==> src/logic/dfcs_pkg.sv <==
/*
 * Constants for the fieldbus command and state word block:
 * bit positions of both words, reset values, reference levels
 * and watchdog timing.
 * Assumes levels in units of 0.01 percent and a 20 MHz clock.
 */
package dfcs_pkg;
    // Word width
    localparam int W = 16;

    // Command word bit positions
    localparam int CMD_CHARGE   = 0;
    localparam int CMD_CLOSE_EN = 1;
    localparam int CMD_RESTART  = 2;
    localparam int CMD_RUN      = 3;
    localparam int CMD_FLOAT    = 4;
    localparam int CMD_DROOP    = 5;
    localparam int CMD_PWR      = 6;
    localparam int CMD_ACK      = 7;
    localparam int CMD_REF_LO   = 8;
    localparam int CMD_REF_HI   = 9;
    localparam int CMD_FB_CTRL  = 10;
    localparam int CMD_TOGGLE   = 11;

    // State word bit positions
    localparam int SB_READY_ON  = 0;
    localparam int SB_READY_RUN = 1;
    localparam int SB_RUNNING   = 2;
    localparam int SB_FAULT     = 3;
    localparam int SB_RUN_EN    = 4;
    localparam int SB_QSTOP_N   = 5;
    localparam int SB_BRK_OK    = 6;
    localparam int SB_WARN      = 7;
    localparam int SB_ON_TARGET = 8;
    localparam int SB_FB_ACT    = 9;
    localparam int SB_ABOVE     = 10;
    localparam int SB_RSV_LO    = 11;
    localparam int SB_RSV_HI    = 13;
    localparam int SB_CHARGING  = 14;
    localparam int SB_ECHO      = 15;

    // Reset values
    localparam logic [W-1:0] CMD_RESET  = 16'h0000;
    localparam logic [W-1:0] STAT_RESET = 16'h0000;
    localparam logic [W-1:0] CNT_ZERO   = 16'h0000;
    localparam logic [W-1:0] CNT_ONE    = 16'h0001;
    localparam logic [W-1:0] CNT_MAX    = 16'hFFFF;

    // Reference levels in 0.01 percent
    localparam logic [W-1:0] REF_LVL1    = 16'h2AF8;
    localparam logic [W-1:0] REF_LVL2    = 16'h2CEC;
    localparam logic [W-1:0] REF_LVL3    = 16'h2EE0;
    localparam logic [W-1:0] FB_REF_MIN  = 16'h1388;
    localparam logic [W-1:0] PWR_REDUCED = 16'h01F4;

    // Reference select codes, bit 9 high, bit 8 low
    localparam logic [1:0] SEL_BUS  = 2'h0;
    localparam logic [1:0] SEL_LVL1 = 2'h1;
    localparam logic [1:0] SEL_LVL2 = 2'h2;
    localparam logic [1:0] SEL_LVL3 = 2'h3;

    // Watchdog time unit
    localparam int CLK_HZ      = 20_000_000;
    localparam int WD_UNIT_US  = 1000;
    localparam int WD_UNIT_CYC = CLK_HZ / 1_000_000 * WD_UNIT_US;
endpackage

==> src/logic/dfcs_top.sv <==
/*
 * Fieldbus command word decoder and state word builder for a grid
 * converter drive, with watchdog toggle supervision.
 * Assumes all drive status inputs come from logic on clk, and the
 * command word is written by a one-cycle strobe on the same clock.
 */
// Behaviour
// - Bit 0 low opens breaker or aborts precharge; high requests precharge.
// - Bus precharge needs charge output assigned and bus control place.
// - Bit 1 permits automatic breaker closing after charging.
// - Bit 2 low makes a new charge wait for DC link at zero.
// - Start only on rising bit 3; stop while low; held high never restarts.
// - Bit 4 low enables floating reference; bit 5 high selects droop one.
// - Bit 6 low clamps power to fixed reduced limit, else parameter limit.
// - Faults acknowledged only on rising edge of bit 7.
// - Bits 8 and 9 select bus reference or one of three fixed levels.
// - Bus reference used only if bus control and above threshold.
// - Bit 10 low ignores command word; drop while running coasts.
// - Toggle stalled beyond delay gives fault; zero delay disables.
// - State bit 0 high with no fault, run enable, no forced open, no stop.
// - State bit 1 high with bit 0, DC ready, close command and feedback.
// - State bits 2, 3, 7 show running, fault and warning.
// - State bit 4 shows the run enable input alone.
// - State bit 5 low while quick stop active.
// - State bit 6 high when breaker status and request agree.
// - State bits 8, 9, 10 show on target, bus control, above level.
// - State bit 14 shows DC charging output active.
// - State bit 15 echoes last received bit 11.
`timescale 1ns/1ns
module dfcs_top #(
    parameter int unsigned WD_UNIT_CYCLES = dfcs_pkg::WD_UNIT_CYC
) (
    input  wire logic        clk,
    input  wire logic        srst,
    input  wire logic        cmd_we,
    input  wire logic [15:0] cmd_wdata,
    output logic      [15:0] cmd_rdata,
    output logic      [15:0] state_word,
    input  wire logic        charge_do_assigned,
    input  wire logic        control_place_bus,
    input  wire logic        local_start,
    input  wire logic        fault_in,
    input  wire logic        warning_in,
    input  wire logic        run_enable_in,
    input  wire logic        breaker_forced_open,
    input  wire logic        quick_stop,
    input  wire logic        dc_link_ready,
    input  wire logic        dc_link_zero,
    input  wire logic        breaker_feedback,
    input  wire logic        breaker_internal,
    input  wire logic        modulating,
    input  wire logic        link_on_target,
    input  wire logic        link_upper_level,
    input  wire logic [15:0] bus_link_reference,
    input  wire logic [15:0] parameter_link_reference,
    input  wire logic [15:0] parameter_power_limit,
    input  wire logic [15:0] toggle_timeout_setting,
    output logic             link_precharge_cmd,
    output logic             main_breaker_open,
    output logic             main_breaker_close,
    output logic             run_cmd,
    output logic             start_pulse,
    output logic             fault_ack_pulse,
    output logic             coast_stop_pulse,
    output logic             floating_link_reference,
    output logic             link_droop_select,
    output logic [15:0]      power_limit,
    output logic [15:0]      link_reference,
    output logic             watchdog_fault
);
    typedef struct packed {
        logic [15:0] cmd;
        logic [15:0] eff;
        logic        fb_prev;
        logic        wait_zero;
        logic        precharge;
        logic        close;
        logic        start;
        logic        ack;
        logic        coast;
        logic [15:0] pwr;
        logic [15:0] ref_out;
        logic [15:0] tick;
        logic [15:0] units;
        logic        wd_fault;
        logic [15:0] stat;
    } dfcs_state_t;

    localparam logic [15:0] UNIT_LAST = 16'(WD_UNIT_CYCLES - 1);

    dfcs_state_t st_ff;
    dfcs_state_t nxt_st;

    // Reference chosen from the select code
    function automatic logic [15:0] dfcs_pick_ref(
        input logic [1:0]  sel,
        input logic        bus_ok,
        input logic [15:0] bus_ref,
        input logic [15:0] par_ref
    );
        case (sel)
            dfcs_pkg::SEL_BUS:  dfcs_pick_ref = bus_ok ? bus_ref : par_ref;
            dfcs_pkg::SEL_LVL1: dfcs_pick_ref = dfcs_pkg::REF_LVL1;
            dfcs_pkg::SEL_LVL2: dfcs_pick_ref = dfcs_pkg::REF_LVL2;
            default:            dfcs_pick_ref = dfcs_pkg::REF_LVL3;
        endcase
    endfunction

    logic       fb_on;
    logic       fb_place;
    logic       fault_any;
    logic [1:0] ref_sel;
    logic       toggled;

    // Next state of the whole block
    always_comb begin
        nxt_st   = st_ff;
        fb_on    = st_ff.cmd[dfcs_pkg::CMD_FB_CTRL];
        fb_place = fb_on & control_place_bus;
        ref_sel  = {st_ff.eff[dfcs_pkg::CMD_REF_HI], st_ff.eff[dfcs_pkg::CMD_REF_LO]};
        toggled  = 1'h0;

        // Command word store; bit 15 kept for readback only
        if (cmd_we) begin
            nxt_st.cmd = cmd_wdata;
        end

        // Effective word follows the bus only under bus control
        if (fb_on) begin
            nxt_st.eff = st_ff.cmd;
        end
        nxt_st.fb_prev = fb_on;

        // Edges against the previously accepted word
        nxt_st.start = fb_on & st_ff.cmd[dfcs_pkg::CMD_RUN]
                       & ~st_ff.eff[dfcs_pkg::CMD_RUN];
        nxt_st.ack   = fb_on & st_ff.cmd[dfcs_pkg::CMD_ACK]
                       & ~st_ff.eff[dfcs_pkg::CMD_ACK];

        // Bus control removed while modulating
        nxt_st.coast = st_ff.fb_prev & ~fb_on & modulating;

        // Restart lock until the DC link has discharged
        if (dc_link_zero) begin
            nxt_st.wait_zero = 1'h0;
        end else if (fb_on & ~st_ff.cmd[dfcs_pkg::CMD_RESTART]) begin
            nxt_st.wait_zero = 1'h1;
        end

        // Precharge from bus bit 0 or from the ordinary start
        if (fb_place & charge_do_assigned) begin
            nxt_st.precharge = st_ff.eff[dfcs_pkg::CMD_CHARGE]
                               & ~st_ff.wait_zero;
        end else begin
            nxt_st.precharge = local_start & ~st_ff.wait_zero;
        end

        // Automatic breaker closing after charging
        nxt_st.close = st_ff.eff[dfcs_pkg::CMD_CHARGE]
                       & st_ff.eff[dfcs_pkg::CMD_CLOSE_EN]
                       & dc_link_ready;

        // Power limit and DC reference
        nxt_st.pwr = st_ff.eff[dfcs_pkg::CMD_PWR] ? parameter_power_limit
                                                 : dfcs_pkg::PWR_REDUCED;
        nxt_st.ref_out = dfcs_pick_ref(ref_sel,
                                       fb_on & (bus_link_reference > dfcs_pkg::FB_REF_MIN),
                                       bus_link_reference,
                                       parameter_link_reference);

        // Watchdog toggle supervision in whole time units
        toggled = cmd_we & (cmd_wdata[dfcs_pkg::CMD_TOGGLE]
                            ^ st_ff.cmd[dfcs_pkg::CMD_TOGGLE]);
        if (toggled | (toggle_timeout_setting == dfcs_pkg::CNT_ZERO)) begin
            nxt_st.tick  = dfcs_pkg::CNT_ZERO;
            nxt_st.units = dfcs_pkg::CNT_ZERO;
        end else if (st_ff.tick == UNIT_LAST) begin
            nxt_st.tick = dfcs_pkg::CNT_ZERO;
            if (st_ff.units != dfcs_pkg::CNT_MAX) begin
                nxt_st.units = st_ff.units + dfcs_pkg::CNT_ONE;
            end
        end else begin
            nxt_st.tick = st_ff.tick + dfcs_pkg::CNT_ONE;
        end
        if ((toggle_timeout_setting != dfcs_pkg::CNT_ZERO)
            & (st_ff.units >= toggle_timeout_setting)) begin
            nxt_st.wd_fault = 1'h1;
        end else if (st_ff.ack) begin
            nxt_st.wd_fault = 1'h0;
        end

        // State word
        fault_any = fault_in | st_ff.wd_fault;
        nxt_st.stat = dfcs_pkg::STAT_RESET;
        nxt_st.stat[dfcs_pkg::SB_READY_ON] = ~fault_any & run_enable_in
                                             & ~breaker_forced_open
                                             & ~quick_stop;
        nxt_st.stat[dfcs_pkg::SB_READY_RUN] = st_ff.eff[dfcs_pkg::CMD_CHARGE]
                                              & dc_link_ready & st_ff.close
                                              & breaker_feedback;
        nxt_st.stat[dfcs_pkg::SB_RUNNING]  = modulating;
        nxt_st.stat[dfcs_pkg::SB_FAULT]    = fault_any;
        nxt_st.stat[dfcs_pkg::SB_WARN]     = warning_in;
        nxt_st.stat[dfcs_pkg::SB_RUN_EN]   = run_enable_in;
        nxt_st.stat[dfcs_pkg::SB_QSTOP_N]  = ~quick_stop;
        nxt_st.stat[dfcs_pkg::SB_BRK_OK]   = ~(breaker_internal ^ st_ff.close);
        nxt_st.stat[dfcs_pkg::SB_ON_TARGET] = link_on_target;
        nxt_st.stat[dfcs_pkg::SB_FB_ACT]   = fb_on;
        nxt_st.stat[dfcs_pkg::SB_ABOVE]    = link_upper_level;
        nxt_st.stat[dfcs_pkg::SB_CHARGING] = st_ff.precharge;
        nxt_st.stat[dfcs_pkg::SB_ECHO]     = st_ff.cmd[dfcs_pkg::CMD_TOGGLE];

        // Reset state
        if (srst) begin
            nxt_st           = '0;
            nxt_st.cmd       = dfcs_pkg::CMD_RESET;
            nxt_st.eff       = dfcs_pkg::CMD_RESET;
            nxt_st.stat      = dfcs_pkg::STAT_RESET;
            nxt_st.pwr       = dfcs_pkg::PWR_REDUCED;
            nxt_st.ref_out   = dfcs_pkg::CNT_ZERO;
        end
    end

    // State register
    always_ff @(posedge clk) begin
        st_ff <= nxt_st;
    end

    // Outputs
    assign cmd_rdata               = st_ff.cmd;
    assign state_word              = st_ff.stat;
    assign link_precharge_cmd      = st_ff.precharge;
    assign main_breaker_open       = ~st_ff.eff[dfcs_pkg::CMD_CHARGE];
    assign main_breaker_close      = st_ff.close;
    assign run_cmd                 = st_ff.eff[dfcs_pkg::CMD_RUN];
    assign start_pulse             = st_ff.start;
    assign fault_ack_pulse         = st_ff.ack;
    assign coast_stop_pulse        = st_ff.coast;
    assign floating_link_reference = ~st_ff.eff[dfcs_pkg::CMD_FLOAT];
    assign link_droop_select       = st_ff.eff[dfcs_pkg::CMD_DROOP];
    assign power_limit             = st_ff.pwr;
    assign link_reference          = st_ff.ref_out;
    assign watchdog_fault          = st_ff.wd_fault;
endmodule

==> config.mk <==
export PLATFORM = sky130hd
export DESIGN_NAME = dfcs_top
export DESIGN_NICKNAME = d
export VERILOG_FILES = /design/src/logic/dfcs_pkg.sv /design/src/logic/dfcs_top.sv
export SDC_FILE = /design/constraint.sdc
export NUM_CORES = 1
export LEC_CHECK = 0
export BUFFER_PORTS_ARGS = -buffer_cell sky130_fd_sc_hd__buf_4
export CAP_MARGIN = 10
export CORE_MARGIN = 5
export CORE_UTILIZATION = 40
export CTS_BUF_LIST = sky130_fd_sc_hd__clkbuf_16
export CTS_CLUSTER_SIZE = 28
export DETAILED_ROUTE_END_ITERATION = 6
export PLACE_DENSITY = 0.66
export SKIP_LAST_GASP = 1
export SLEW_MARGIN = 5
export SYNTH_ARGS = -nofsm -noshare
export SYNTH_HDL_FRONTEND = slang
export SYNTH_SLANG_ARGS = --single-unit
==> constraint.sdc <==
create_clock -name clk -period 2.6 [get_ports clk]
set_input_delay 0.26 -clock clk [delete_from_list [all_inputs] [get_ports clk]]
set_output_delay 0.26 -clock clk [all_outputs]
set_load 0.1 [all_outputs]
==> insert_results.sql <==
INSERT INTO impl_metrics (metric_group, metric, value, unit) VALUES
('clock_tree', 'cts_resized', '0', ''),
('synthesis', 'synth_warnings', '0', ''),
('synthesis', 'cell_with_the_most_instances_after_synthesis', 'sky130_fd_sc_hd__dfxtp_1', ''),
('flow_run', 'max_cap_violations', '0', ''),
('finish', 'area_delta_synth_final', '23.6', '%'),
('clock_tree', 'post-cts-setup-buffers', '0', ''),
('timing', 'finalClockSkew', '0.00699', 'ns'),
('setup_path', 'cp_data_arrival_time', '2.26', 'ns'),
('drt', 'tritonroute_pass_1_iters', '6', ''),
('drt', 'detail_route.iter0.violations', '229', ''),
('die', 'fp.coreArea', '12600', 'um^2'),
('synthesis', 'count_of_flip_flops_with_a_built_in_enable_after_synthesis', '0', ''),
('finish', 'finalNetCount', '785', ''),
('setup_path', 'cell_with_the_largest_stage_delay_on_the_worst_path', 'sky130_fd_sc_hd__or4b_4', ''),
('setup_path', 'setup.worst_path.class', 'reg2reg', ''),
('global_route', 'first_global_vias', '3997', ''),
('die', 'die_x', '123', 'um'),
('setup_path', 'crit_required', '2.82', 'ns'),
('synthesis', 'netlist.area_leader.share', '42.8', '%'),
('drt', 'routed_wirelength', '12.4', 'mm'),
('global_route', 'grt_usage', '16.3', '%'),
('finish', 'fillers', '1183', ''),
('timing', 'setup_tns', '0', 'ns'),
('timing', 'worst_slack_setup_final', '0.566', 'ns'),
('placement', 'globalplace.congestion', '0.845', ''),
('clock_tree', 'clk_transition_reported_paths', '0.07', 'ns'),
('timing', 'grt_setup_unrepaired', 'false', ''),
('setup_path', 'reg2reg_setup_slack', '0.57', 'ns'),
('timing', 'timing_hold_violations_final', '0', ''),
('die', 'num_io_pins', '172', ''),
('clock_tree', 'clock_insertion_delay_worst_skew', '0.35', 'ns'),
('power', 'p_per_area', '603', 'nW/um^2'),
('clock_tree', 'numCtsBuffers', '9', ''),
('finish', 'drive_above_1_share', '28.4', '%'),
('clock_tree', 'cts_htree_levels', '3', ''),
('die', 'die_height', '123', 'um'),
('setup_path', 'timing.critical_path.from', 'st_ff[19]', ''),
('placement', 'place_worst_setup_slack', '0.579', 'ns'),
('timing', 'finalCritPeriodShare', '78.2', '%'),
('global_route', 'maximum_number_of_pins_on_one_net_before_global_route_repair', '52', ''),
('timing', 'maxClockFrequency', '492', 'MHz'),
('synthesis', 'synth_common_cells', 'sky130_fd_sc_hd__dfxtp_1 (109), sky130_fd_sc_hd__buf_4 (65), sky130_fd_sc_hd__nor2_1 (62)', ''),
('min_path', 'hold-path-cell-count', '2', ''),
('finish', 'design_area', '6300', 'um^2'),
('drt', 'routed_via_count', '4128', ''),
('setup_path', 'timing.critical_path.from_type', 'register', ''),
('power', 'p_leak', '2.79', 'nW'),
('global_route', 'number_of_antenna_violations_at_the_first_check_in_global_routing', '0', ''),
('run_status', 'status', 'finished, final reports clean', ''),
('placement', 'detailedPlacementHpwl', '9.64', 'mm'),
('die', 'initial_core_util', '40.5', '%'),
('global_route', 'global_route_total_overflow', '0', ''),
('finish', 'insertedDiodeCount', '0', ''),
('drt', 'routedWlPerCell', '14.7', 'um'),
('clock_tree', 'cts_tree', 'done', ''),
('finish', 'seq_area', '2180', 'um^2'),
('die', 'row_count', '41', ''),
('setup_path', 'last_element_of_the_critical_path', 'st_ff[19]', ''),
('clock_tree', 'cts.path.max_buffers', '2', ''),
('setup_path', 'rr_startpoint', 'st_ff[19]', ''),
('drt', 'drc', '0', ''),
('synthesis', 'syn-mean-instance-area', '8.99', 'um^2'),
('synthesis', 'synth_seq_cells', '109', ''),
('synthesis', 'yosys-top-cells-area', 'sky130_fd_sc_hd__dfxtp_1 (43%), sky130_fd_sc_hd__buf_4 (9.6%), sky130_fd_sc_hd__mux2i_1 (5.1%)', ''),
('placement', 'port_buffers', '168', ''),
('synthesis', 'dominantRegCellSynth', 'sky130_fd_sc_hd__dfxtp_1', ''),
('finish', 'multiInputGateArea', '2250', 'um^2'),
('synthesis', 'share_of_synthesized_flip_flops_with_an_asynchronous_set_or_reset', '0', '%'),
('synthesis', 'synth.cell_area', '5090', 'um^2'),
('drt', 'postRouteAntennaNets', '0', ''),
('setup_path', 'critical-path-max-stage-delay', '0.52', 'ns');
==> sequential cells by signal (all words and copies together) (netlist names), 2 cells and up <==
name,count
st_ff,38
cmd_rdata,16
link_reference,16
power_limit,16
state_word,13
ref_sel,2
==> area by class of cell <==
cell class / instances / area share, %
flip-flops and latches: 109 / 34.6
clock inverters: 7 / 0.795
repair buffers: 171 / 20.4
inverters: 25 / 1.49
well taps: 172 / 3.42
multi-input cells: 351 / 35.7
clock buffers: 9 / 3.58
==> cell usage in the layout, fill, tap and decap left out, types with 3 or more instances in the layout <==
| cell type | netlist | routed |
|---|---|---|
| sky130_fd_sc_hd__conb_1 | 1 | 3 |
| sky130_fd_sc_hd__a21oi_1 | 23 | 23 |
| sky130_fd_sc_hd__ha_1 | 20 | 20 |
| sky130_fd_sc_hd__xnor2_1 | 7 | 7 |
| sky130_fd_sc_hd__dfxtp_1 | 109 | 109 |
| sky130_fd_sc_hd__inv_1 | 25 | 25 |
| sky130_fd_sc_hd__nor4_1 | 8 | 8 |
| sky130_fd_sc_hd__o21ai_0 | 14 | 14 |
| sky130_fd_sc_hd__and4_1 | 4 | 4 |
| sky130_fd_sc_hd__buf_4 | 65 | 171 |
| sky130_fd_sc_hd__nand4_1 | 12 | 12 |
| sky130_fd_sc_hd__and3_1 | 11 | 11 |
| sky130_fd_sc_hd__nor2b_1 | 11 | 11 |
| sky130_fd_sc_hd__xor2_1 | 11 | 11 |
| sky130_fd_sc_hd__mux2i_1 | 26 | 26 |
| sky130_fd_sc_hd__nand3_1 | 20 | 20 |
| sky130_fd_sc_hd__o21ai_1 | 9 | 9 |
| sky130_fd_sc_hd__a211oi_1 | 3 | 3 |
| sky130_fd_sc_hd__or3_1 | 11 | 11 |
| sky130_fd_sc_hd__and2_1 | 12 | 12 |
| sky130_fd_sc_hd__and3b_1 | 3 | 3 |
| sky130_fd_sc_hd__nor3_1 | 15 | 15 |
| sky130_fd_sc_hd__nand2_1 | 24 | 24 |
| sky130_fd_sc_hd__nand2b_1 | 10 | 10 |
| sky130_fd_sc_hd__clkbuf_16 | 0 | 9 |
| sky130_fd_sc_hd__nor2_1 | 62 | 62 |
| sky130_fd_sc_hd__a311o_1 | 9 | 9 |
==> report_power, final <==
group	leakage, nW	total, mW	switching (mW)	internal, mW
Clock	0.130	1.28	0.631	0.654
Sequential	0.889	1.75	0.0267	1.72
Combinational	1.77	0.765	0.542	0.223
Total	2.79	3.80	1.20	2.60
==> metal layers <==
layer	up-vias	share of wire, %	track usage (%)
met1	1908	43	18.9
met5	-	0	0
li1	2083	-	-
met2	120	49	28.6
met4	0	2.1	6.23
met3	17	6.4	4.38
==> worst min-delay path by stage <==
| stage | to | slack (ns) |
|---|---|---|
| detailed placement | link_precharge_cmd | 0.41 |
| CTS | st_ff[86] | 0.05 |
| global placement | link_precharge_cmd | 0.42 |
| finish | state_word[5] | 0.07 |
| global route | st_ff[86] | 0.06 |
| floorplan | state_word[5] | 0.33 |
==> critical path, delay by kind of cell (launching register included) <==
family,cells,cell delay [ns]
flops,1,0.42
compound gates,2,0.21
buf+inv,1,0.24
simple gates,3,1.03
==> logic make-up after synthesis <==
kind of cell | after synthesis | share of synthesized area [%]
compound gates | 70 | 8.72
xor+xnor | 18 | 3.09
fa+ha+maj | 20 | 4.91
buf+inv | 109 | 13.2
flops | 109 | 42.8
mux | 26 | 5.11
other cells | 1 | 0.0736
simple gates | 214 | 22.1
==> per-stage QoR <==
step / hold WS [ns] / instances / power (mW)
6_report: 0.0740 / 844 / 3.80
5_1_grt: 0.0598 / 844 / 3.96
4_1_cts: 0.0512 / 844 / 3.85
3_5_place_dp: 0.414 / 828 / 2.56
3_3_place_gp: 0.417 / 828 / 2.55
2_1_floorplan: 0.327 / 569 / 2.39
Power figures use the tool's default switching activity.
